File: src/rtl/audio_rx_ctrl_params.svh
`ifndef AUDIO_RX_CTRL_PARAMS_SVH
`define AUDIO_RX_CTRL_PARAMS_SVH

// ---------------------------------------------------------------
// register indices
// ---------------------------------------------------------------
`define REG_DIAG_COMPARATOR_STATUS 8'h00
`define REG_EVENT_STATUS           8'h01
`define REG_AUDIO_CONTROL          8'h02
`define REG_BUS_ADDRESS_SELECT     8'h03
`define REG_DIAG_PORT01_CONFIG     8'h04
`define REG_DIAG_PORT23_CONFIG     8'h05
`define REG_CHANNEL_GAIN           8'h06
`define REG_LAST                   8'h06

// ---------------------------------------------------------------
// reset values and fields
// ---------------------------------------------------------------
`define RST_REG               8'h00
`define TARGET_ADDR_BASE      7'h68
`define EV_AUDIO_BIT          7
`define EV_CLIP_BIT           6
`define EV_JACK_BIT           5
`define EV_TEMP_BIT           4
`define CTL_AUDIO_IRQ_BIT     7
`define CTL_CLIP_IRQ_BIT      6
`define CTL_JACK_IRQ_BIT      5
`define CTL_BOOST_BIT         3
`define CTL_ZC_BIT            2
`define CTL_MUTE_BIT          1
`define CTL_PDOWN_BIT         0
`define CTL_WRITE_MASK        8'hEF
`define ADDR_SEL_MASK         8'h03
`define DIAG_CODE_OFF         4'h0
`define DIAG_CODE_SENSE_ONLY  4'hE
`define DIAG_CODE_DIODE       4'hF

`endif

File: src/rtl/audio_rx_ctrl_pkg.sv
package audio_rx_ctrl_pkg;
  typedef enum logic [2:0] {
    ST_IDLE  = 3'b000,
    ST_ADDR  = 3'b001,
    ST_WACK  = 3'b010,
    ST_WRX   = 3'b011,
    ST_RTX   = 3'b100,
    ST_RACK  = 3'b101
  } bus_state_t;

  typedef enum logic [1:0] {
    PH_ADDR  = 2'b00,
    PH_INDEX = 2'b01,
    PH_DATA  = 2'b10
  } wr_phase_t;
endpackage

File: src/rtl/audio_rx_ctrl.sv
`timescale 1ns/1ps
`include "audio_rx_ctrl_params.svh"
module audio_rx_ctrl
  import audio_rx_ctrl_pkg::*;
#(
  parameter logic [2:0] DIE_CODE = 3'h5  // arbitrary value
) (
  // clock and reset
  input  wire logic       mclk,
  input  wire logic       rstn,
  // serial bus pins
  input  wire logic       scl_in,
  input  wire logic       sda_in,
  output logic            sda_out,
  output logic            sda_oe,
  // interrupt pin, open drain
  input  wire logic       int_n_in,
  output logic            int_n_out,
  output logic            int_n_oe,
  // analog front-end status
  input  wire logic [3:0] upper_threshold_flag,
  input  wire logic [3:0] lower_threshold_flag,
  input  wire logic       audio_present_evt,
  input  wire logic       clip_evt,
  input  wire logic       jack_inserted,
  input  wire logic       overtemp,
  input  wire logic       zero_cross,
  // analog front-end control
  output logic [15:0]     diag_port_code,
  output logic            pullup_current_boost,
  output logic            mute,
  output logic            power_down,
  output logic [3:0]      left_gain_code,
  output logic [3:0]      right_gain_code
);

  // ---------------------------------------------------------------
  // registers
  // ---------------------------------------------------------------
  logic [7:0] diag_comparator_status, next_diag_comparator_status;
  logic [3:0] event_flags, next_event_flags;
  logic       jack_seen, next_jack_seen;
  logic       temp_seen, next_temp_seen;
  logic [7:0] audio_control, next_audio_control;
  logic [7:0] bus_address_select, next_bus_address_select;
  logic [7:0] diag_port01_config, next_diag_port01_config;
  logic [7:0] diag_port23_config, next_diag_port23_config;
  logic [7:0] channel_gain, next_channel_gain;
  logic [1:0] target_sel, next_target_sel;
  logic       gain_pending, next_gain_pending;
  logic [7:0] gain_applied, next_gain_applied;
  logic       irq_low, next_irq_low;

  // serial engine
  bus_state_t state, next_state;
  wr_phase_t  phase, next_phase;
  logic       scl_d, sda_d;
  logic [2:0] bitcnt, next_bitcnt;
  logic [7:0] shreg, next_shreg;
  logic [7:0] index, next_index;
  logic       int_low_all, next_int_low_all;
  logic       next_sda_oe;
  // a fall right after start has no byte behind it; only count falls after a bit
  logic       got_bit, next_got_bit;
  logic       read_mode, next_read_mode;
  logic       addr_written, next_addr_written;

  logic       scl_rise, scl_fall, start_c, stop_c;
  logic [7:0] rd_data;
  logic       wr_strobe, rd_strobe;
  logic [7:0] wr_index;

  assign scl_rise = scl_in & ~scl_d;
  assign scl_fall = ~scl_in & scl_d;
  assign start_c  = scl_in & scl_d & sda_d & ~sda_in;
  assign stop_c   = scl_in & scl_d & ~sda_d & sda_in;

  // ---------------------------------------------------------------
  // read mux
  // ---------------------------------------------------------------
  always_comb begin
    case (index)
      `REG_DIAG_COMPARATOR_STATUS: rd_data = diag_comparator_status;
      `REG_EVENT_STATUS:           rd_data = {event_flags, 1'b0, DIE_CODE};
      `REG_AUDIO_CONTROL:          rd_data = audio_control;
      `REG_BUS_ADDRESS_SELECT:     rd_data = bus_address_select;
      `REG_DIAG_PORT01_CONFIG:     rd_data = diag_port01_config;
      `REG_DIAG_PORT23_CONFIG:     rd_data = diag_port23_config;
      `REG_CHANNEL_GAIN:           rd_data = channel_gain;
      default:                     rd_data = 8'h00;
    endcase
  end

  // ---------------------------------------------------------------
  // serial state machine
  // ---------------------------------------------------------------
  always_comb begin
    next_state       = state;
    next_phase       = phase;
    next_bitcnt      = bitcnt;
    next_shreg       = shreg;
    next_index       = index;
    next_int_low_all = int_low_all & ~int_n_in;
    next_sda_oe      = sda_oe;
    next_got_bit     = got_bit;
    wr_strobe        = 1'b0;
    rd_strobe        = 1'b0;
    wr_index         = index;
    if (start_c) begin
      next_state       = ST_ADDR;
      next_phase       = PH_ADDR;
      next_bitcnt      = 3'h0;
      next_sda_oe      = 1'b0;
      next_got_bit     = 1'b0;
      next_int_low_all = ~int_n_in;
    end else if (stop_c) begin
      next_state  = ST_IDLE;
      next_sda_oe = 1'b0;
    end else begin
      case (state)
        ST_IDLE: begin
          next_sda_oe = 1'b0;
        end
        ST_ADDR, ST_WRX: begin
          if (scl_rise) begin
            next_shreg  = {shreg[6:0], sda_in};
            next_bitcnt = bitcnt + 3'h1;
            next_got_bit = 1'b1;
          end
          if (scl_fall && bitcnt == 3'h0 && got_bit) begin
            next_got_bit = 1'b0;
            if (state == ST_ADDR) begin
              if (shreg[7:1] == (`TARGET_ADDR_BASE | {5'h00, target_sel})) begin
                next_sda_oe = 1'b1;
                next_state  = ST_WACK;
                next_phase  = shreg[0] ? PH_DATA : PH_INDEX;
                if (shreg[0]) next_shreg = rd_data;
                if (shreg[0]) next_bitcnt = 3'h0;
              end else begin
                next_state = ST_IDLE;
              end
            end else begin
              next_sda_oe = 1'b1;
              next_state  = ST_WACK;
              if (phase == PH_INDEX) begin
                next_index = shreg;
                next_phase = PH_DATA;
              end else begin
                wr_strobe  = 1'b1;
                next_index = index + 8'h01;
              end
            end
          end
        end
        ST_WACK: begin
          if (scl_fall) begin
            // ninth clock ends here; drop the acknowledge while clock is low
            next_bitcnt = 3'h0;
            next_sda_oe = 1'b0;
            next_state  = ST_WRX;
            if (read_mode) begin
              next_shreg  = rd_data;
              next_sda_oe = ~rd_data[7];
              next_state  = ST_RTX;
              rd_strobe   = 1'b1;
              next_index  = index + 8'h01;
            end
          end
        end
        ST_RTX: begin
          if (scl_fall) begin
            next_bitcnt = bitcnt + 3'h1;
            next_shreg  = {shreg[6:0], 1'b0};
            next_sda_oe = (bitcnt == 3'h7) ? 1'b0 : ~shreg[6];
            if (bitcnt == 3'h7) next_state = ST_RACK;
          end
        end
        ST_RACK: begin
          if (scl_rise) begin
            if (sda_in) begin
              next_state = ST_IDLE;
            end else begin
              next_shreg = rd_data;
              rd_strobe  = 1'b1;
              next_index = index + 8'h01;
            end
          end
          if (scl_fall && state == ST_RACK) begin
            next_state  = ST_RTX;
            next_bitcnt = 3'h0;
            next_sda_oe = ~shreg[7];
          end
        end
        default: next_state = ST_IDLE;
      endcase
    end
  end

  // direction bit is kept for the whole transfer after the address byte
  always_comb begin
    next_read_mode = read_mode;
    if (state == ST_ADDR && scl_fall && bitcnt == 3'h0 && got_bit) next_read_mode = shreg[0];
  end

  // ---------------------------------------------------------------
  // register file and event logic
  // ---------------------------------------------------------------
  logic [7:0] cmp_live;
  logic [7:0] sense_en;
  genvar p;
  generate
    for (p = 0; p < 4; p++) begin : g_port
      logic [3:0] code;
      assign code = p < 2 ? diag_port01_config[4*(p%2) +: 4] : diag_port23_config[4*(p%2) +: 4];
      // sensing is live for current codes and sense-only, not off or diode
      assign sense_en[2*p +: 2] = {2{code != `DIAG_CODE_OFF && code != `DIAG_CODE_DIODE}};
      assign cmp_live[2*p +: 2] = {upper_threshold_flag[p], lower_threshold_flag[p]};
    end
  endgenerate

  always_comb begin
    logic ev_audio, ev_clip, ev_jack, ev_temp, rd_clear;
    ev_audio = audio_present_evt & audio_control[`CTL_AUDIO_IRQ_BIT];
    ev_clip  = clip_evt & audio_control[`CTL_CLIP_IRQ_BIT];
    ev_jack  = (jack_inserted != jack_seen) & audio_control[`CTL_JACK_IRQ_BIT];
    ev_temp  = overtemp & ~temp_seen;
    rd_clear = rd_strobe && index == `REG_EVENT_STATUS;
    next_diag_comparator_status = (cmp_live & sense_en) | (diag_comparator_status & ~sense_en);
    next_jack_seen = jack_inserted;
    next_temp_seen = overtemp;
    next_event_flags = rd_clear ? 4'h0 : event_flags;
    next_irq_low     = rd_clear ? 1'b0 : irq_low;
    if (ev_audio) next_event_flags[3] = 1'b1;
    if (ev_clip)  next_event_flags[2] = 1'b1;
    if (ev_jack)  next_event_flags[1] = jack_inserted;
    if (ev_temp)  next_event_flags[0] = 1'b1;
    if (ev_audio | ev_clip | ev_jack | ev_temp) next_irq_low = 1'b1;
    next_audio_control      = audio_control;
    next_bus_address_select = bus_address_select;
    next_diag_port01_config = diag_port01_config;
    next_diag_port23_config = diag_port23_config;
    next_channel_gain       = channel_gain;
    next_target_sel         = target_sel;
    if (wr_strobe) begin
      case (wr_index)
        `REG_AUDIO_CONTROL:      next_audio_control = shreg & `CTL_WRITE_MASK;
        `REG_BUS_ADDRESS_SELECT: next_bus_address_select = shreg & `ADDR_SEL_MASK;
        `REG_DIAG_PORT01_CONFIG: next_diag_port01_config = shreg;
        `REG_DIAG_PORT23_CONFIG: next_diag_port23_config = shreg;
        `REG_CHANNEL_GAIN:       next_channel_gain = shreg;
        default:                 next_channel_gain = channel_gain;
      endcase
    end
    // address moves only at stop, after a write that saw the pin low throughout
    if (stop_c && addr_written && int_low_all) next_target_sel = bus_address_select[1:0];
    // enables clear on their own event; a same-cycle write loses
    if (ev_audio) next_audio_control[`CTL_AUDIO_IRQ_BIT] = 1'b0;
    if (ev_clip)  next_audio_control[`CTL_CLIP_IRQ_BIT]  = 1'b0;
    if (ev_jack)  next_audio_control[`CTL_JACK_IRQ_BIT]  = 1'b0;
    next_gain_pending = gain_pending;
    next_gain_applied = gain_applied;
    if (wr_strobe && wr_index == `REG_CHANNEL_GAIN) next_gain_pending = 1'b1;
    if (gain_pending && !(wr_strobe && wr_index == `REG_CHANNEL_GAIN) &&
        (!audio_control[`CTL_ZC_BIT] || zero_cross)) begin
      next_gain_applied = channel_gain;
      next_gain_pending = 1'b0;
    end
  end

  // the address write must be seen inside this transfer, cleared at each start
  always_comb begin
    next_addr_written = addr_written;
    if (start_c) next_addr_written = 1'b0;
    if (wr_strobe && wr_index == `REG_BUS_ADDRESS_SELECT) next_addr_written = 1'b1;
  end

  // ---------------------------------------------------------------
  // flip-flops
  // ---------------------------------------------------------------
  always_ff @(posedge mclk) begin
    if (!rstn) begin
      state <= ST_IDLE; phase <= PH_ADDR; bitcnt <= 3'h0; shreg <= 8'h00;
      index <= 8'h00; int_low_all <= 1'b0; sda_oe <= 1'b0; read_mode <= 1'b0;
      scl_d <= 1'b1; sda_d <= 1'b1; addr_written <= 1'b0;
      got_bit <= 1'b0;
      diag_comparator_status <= `RST_REG; event_flags <= 4'h0;
      jack_seen <= 1'b0; temp_seen <= 1'b0; irq_low <= 1'b0;
      audio_control <= `RST_REG; bus_address_select <= `RST_REG;
      diag_port01_config <= `RST_REG; diag_port23_config <= `RST_REG;
      channel_gain <= `RST_REG; target_sel <= 2'h0;
      gain_pending <= 1'b0; gain_applied <= `RST_REG;
    end else begin
      state <= next_state; phase <= next_phase; bitcnt <= next_bitcnt; shreg <= next_shreg;
      index <= next_index; int_low_all <= next_int_low_all; sda_oe <= next_sda_oe;
      read_mode <= next_read_mode; scl_d <= scl_in; sda_d <= sda_in;
      addr_written <= next_addr_written;
      got_bit <= next_got_bit;
      diag_comparator_status <= next_diag_comparator_status; event_flags <= next_event_flags;
      jack_seen <= next_jack_seen; temp_seen <= next_temp_seen; irq_low <= next_irq_low;
      audio_control <= next_audio_control; bus_address_select <= next_bus_address_select;
      diag_port01_config <= next_diag_port01_config; diag_port23_config <= next_diag_port23_config;
      channel_gain <= next_channel_gain; target_sel <= next_target_sel;
      gain_pending <= next_gain_pending; gain_applied <= next_gain_applied;
    end
  end

  // open-drain pins only ever drive low
  assign sda_out              = 1'b0;
  assign int_n_out            = 1'b0;
  assign int_n_oe             = irq_low;
  assign diag_port_code       = {diag_port23_config, diag_port01_config};
  assign pullup_current_boost = audio_control[`CTL_BOOST_BIT];
  assign mute                 = audio_control[`CTL_MUTE_BIT];
  assign power_down           = audio_control[`CTL_PDOWN_BIT];
  assign left_gain_code       = gain_applied[7:4];
  assign right_gain_code      = gain_applied[3:0];

endmodule // audio_rx_ctrl

File: config.mk
export PLATFORM = sky130hd
export DESIGN_NAME = audio_rx_ctrl
export DESIGN_NICKNAME = d
export VERILOG_FILES = /design/src/rtl/audio_rx_ctrl_pkg.sv /design/src/rtl/audio_rx_ctrl.sv
export VERILOG_INCLUDE_DIRS = /design/src /design/src/rtl
export SDC_FILE = /design/constraint.sdc
export NUM_CORES = 1
export LEC_CHECK = 0
export ABC_AREA = 1
export BUFFER_PORTS_ARGS = -buffer_cell sky130_fd_sc_hd__buf_2
export CAP_MARGIN = 20
export CORE_MARGIN = 2
export CORE_UTILIZATION = 30
export CTS_BUF_LIST = sky130_fd_sc_hd__clkbuf_8
export DETAILED_ROUTE_END_ITERATION = 12
export PLACE_DENSITY_LB_ADDON = 0.05
export SLEW_MARGIN = 20
export SYNTH_ARGS = -nofsm -noshare
export SYNTH_HDL_FRONTEND = slang
export SYNTH_SLANG_ARGS = --single-unit
File: constraint.sdc
create_clock -name mclk -period 2.35 [get_ports mclk]
set_clock_uncertainty 0.15 [all_clocks]
set_input_delay 0.3525 -clock mclk [delete_from_list [all_inputs] [get_ports mclk]]
set_output_delay 0.3525 -clock mclk [all_outputs]
set_load 0.05 [all_outputs]
==> flow_summary.ini <==
[power_and_ir_drop]
clock_power_share = 0.243
pwr-share-seq = 0.342
power.combinational.fraction = 0.415
pwr_density_cell_nw_per_um2 = 902
cell_internal_pwr_uw = 2940
total_switching_power_uw = 2220
p_leak_uw = 0.00246
ir_worst_vdd_uv = 381
power.total_uw = 5160
power_switching_share = 0.431

[global_route]
grt_pass1_vias = 4851
pin_count_of_the_biggest_net_entering_global_routing = 50
global_route_wire_length_before_repair_mm = 26.2
gr-usage-all-layers = 0.190
gr-total-overflow = 0
number_of_antenna_violations_at_the_first_check_in_global_routing = 0

[sta]
rsz0062_at_grt = false
timing_max_transition_violations_final = 0
final.setup.tns_ps = 0
final-setup-viol-count = 0
final_min_period_over_clock_period = 0.903
achievable-frequency_ghz = 0.471
final_hold_viol_count = 0
period_minus_slack_ps = 2120

[clocking]
cts_tree = built
htreeDepth = 3
clock_insertion_delay_worst_skew_ps = 380
clockBufferDepth = 2
clk_transition_reported_paths_ps = 100
tritoncts.num_buffers = 9
root_buffer = sky130_fd_sc_hd__clkbuf_8
postCtsSetupBuffers = 0
clock_sink_count = 90

[logic_synthesis]
synthTopCellsByArea = sky130_fd_sc_hd__dfxtp_1 (37%), sky130_fd_sc_hd__nand2_1 (13%), sky130_fd_sc_hd__nand3_1 (7.4%), sky130_fd_sc_hd__nor2_1 (7.3%), sky130_fd_sc_hd__a21oi_1 (7.0%)
ys_warn_count = 0
synth_most_common_cell = sky130_fd_sc_hd__nand2_1
post-synth-top-area-fraction = 0.365
postSynthAreaPerCell_um2 = 6.47
synth_enable_flop_cells = 0
synth-seq-cells = 90
seq_area_frac_synth = 0.365
synth-main-ff-cell = sky130_fd_sc_hd__dfxtp_1
number_of_cells_produced_by_synthesis = 762
synthesized_area_um2 = 4930
yosys.area.top_type = sky130_fd_sc_hd__dfxtp_1
async_flop_share = 0
post_synth_most_frequent_cells = sky130_fd_sc_hd__nand2_1 (172), sky130_fd_sc_hd__nor2_1 (96), sky130_fd_sc_hd__dfxtp_1 (90), sky130_fd_sc_hd__inv_1 (80), sky130_fd_sc_hd__nand3_1 (73)
synth.lib_cells_used.distinct = 35

[finish]
final_net_count = 844
synthToLayoutAreaGrowth_pct = 16.1
layout.area.seq_um2 = 1800
multi_input_gate_area_in_the_final_layout_um2 = 2680
antennaDiodeCount = 0
fillCellCount = 1801
post_route_cells_drive_above_1_share = 0.146

[die]
core-area_um2 = 16000
number_of_i_o_pins = 49
initial_utilization = 0.308
floorplan.die.width_um = 132
design.die.area_um2 = 17500
fp-row-count = 46
fp.dieH_um = 132

[critical_path]
crit_path_frequent_cell = sky130_fd_sc_hd__inv_1
worstSetupEndpointType = register
critPathMaxFanout = 12
worstSetupPathType = reg2reg
startpoint_type = register
arrival_time_at_the_worst_endpoint_ps = 2250
max_stage_delay_ps = 390
critical_path.n_buffers_inverters = 3
critPathTopFamily = simple AND/OR/NAND/NOR gates
critical_path.cell_chain = inv_1 -> ha_1 -> inv_1 -> nor2_1 -> nand2_1 -> inv_1 -> nand2_2 -> nand2_1 -> o21ai_1 -> and3_1
crit_path_top_delay_cell = sky130_fd_sc_hd__nor2_1
worst_ep_required_time_ps = 2470

[detailed_routing]
route.final.wire_length_mm = 16.3
routed_via_count = 5023
route.detailed.wl_per_inst_um = 15.7
detail-route-antenna-nets = 0
drc = 0
drt-initial-drc-count = 448
via_per_inst = 4.83
first_pass_iters = 5

[place]
io_buffers = 46
place.detailed.hpwl_mm = 12.5
gpl.final_weighted_congestion = 0.910

[worst_hold_path]
worst_min_path_class = in2reg

[job]
max-cap-violations = 0

[outcome]
run_status = completed
==> power by group through the flow <==
stage	clock network (uW)	registers (uW)	logic, uW
final	1250	1770	2140
after global placement	0	1800	2140
after detailed placement	0	1800	2120
after floorplan	0	1790	1480
after global routing	1350	1790	2440
after CTS	1300	1770	2130
==> layer usage <==
metal  routed length, um  up-vias  share of wire  GRT usage
met2                7440      131           0.46      0.309
met1                7900     2296           0.49      0.263
met3                 818        8          0.050     0.0288
met4                 124        0         0.0076     0.0490
li1                    -     2588              -          -
met5                   0        -              0          0
==> worst paths after layout <==
check	startpoint	endpoint	slack, ps	cells after the start
worst max register to register	index[0]$_SDFFE_PN0P_	audio_control[7]$_SDFFE_PP0P_	230	10
worst min register to register	int_n_oe$_SDFFE_PN0P_	int_n_oe$_SDFFE_PN0P_	320	2
worst max-delay path	index[0]$_SDFFE_PN0P_	audio_control[7]$_SDFFE_PP0P_	230	10
worst min-delay path	overtemp	temp_seen$_SDFF_PN0_	20	3
==> placed cells by master, fill, tap and decap left out, types with 2 or more instances in the layout <==
cell and instances:
sky130_fd_sc_hd__a21boi_0 2, sky130_fd_sc_hd__nand2_2 10, sky130_fd_sc_hd__xor2_1 3, sky130_fd_sc_hd__nor2_2 6
sky130_fd_sc_hd__clkbuf_8 10, sky130_fd_sc_hd__buf_2 46, sky130_fd_sc_hd__o21ai_0 68, sky130_fd_sc_hd__clkinv_1 2
sky130_fd_sc_hd__nand3_2 3, sky130_fd_sc_hd__nor2_4 3, sky130_fd_sc_hd__o22ai_1 10, sky130_fd_sc_hd__and3_1 3
sky130_fd_sc_hd__o211ai_1 2, sky130_fd_sc_hd__nand4_1 7, sky130_fd_sc_hd__dfxtp_1 90, sky130_fd_sc_hd__buf_4 22
sky130_fd_sc_hd__bufinv_16 2, sky130_fd_sc_hd__nand3_1 73, sky130_fd_sc_hd__ha_1 7, sky130_fd_sc_hd__clkinvlp_4 2
sky130_fd_sc_hd__nand2_1 172, sky130_fd_sc_hd__inv_1 80, sky130_fd_sc_hd__o21ai_1 4, sky130_fd_sc_hd__nor2_1 96
sky130_fd_sc_hd__inv_2 8, sky130_fd_sc_hd__nor3_1 10, sky130_fd_sc_hd__nand2_4 2, sky130_fd_sc_hd__a21oi_1 69
sky130_fd_sc_hd__conb_1 2
==> final cells by class <==
type	count	share of cell area
multi-input combinational	559	0.468
sequential	90	0.315
timing repair buffer	69	0.0708
inverter	90	0.0590
tap	216	0.0472
clock buffer	10	0.0240
clock inverter	6	0.0166
==> cells by family after synthesis <==
family / count (synthesis) / share of synthesized area
buffers and inverters: 114 / 0.0921
DFF: 90 / 0.365
other: 1 / 0.000760
adders and majority gates: 7 / 0.0178
xor gates and xnor gates: 4 / 0.00711
and+or+nand+nor: 388 / 0.349
AOI/OAI and AO/OA: 158 / 0.168
==> sequential cells by signal, summed over array words and instances (netlist names), 3 cells and up, named ones only <==
register and cells:
audio_control 7, diag_port01_config 8, bitcnt 3, index 8
shreg 8, channel_gain 8, diag_port23_config 8, event_flags 4
state 3, gain_applied 8
==> repair_timing <==
item	4_1_cts	5_1_grt
hold buffers	1	0
resized for setup	0	0
endpoints found under the hold margin	1	0
==> worst register-to-register path, delay by kind of cell, from the launching register on <==
family                   cells  cell delay [ps]
AND/OR/NAND/NOR              5             1000
flip-flops                   1              360
buffers and inverters        3              300
adder cells (fa/ha/maj)      1              170
AO/OA/AOI/OAI                1               60
==> stage by stage <==
stage          hold slack, ps  cells  setup slack (ps)  utilization  instance area, um2
2_1_floorplan             275    763               557            -                4930
3_3_place_gp              302   1023               233        0.343                5480
3_5_place_dp              307   1023               206        0.343                5480
4_1_cts                 0.795   1040               241        0.358                5730
5_1_grt                  25.8   1040              18.4        0.358                5730
6_report                 16.5   1040               227        0.358                5730
Note: power is estimated with default switching activity, not from simulation.
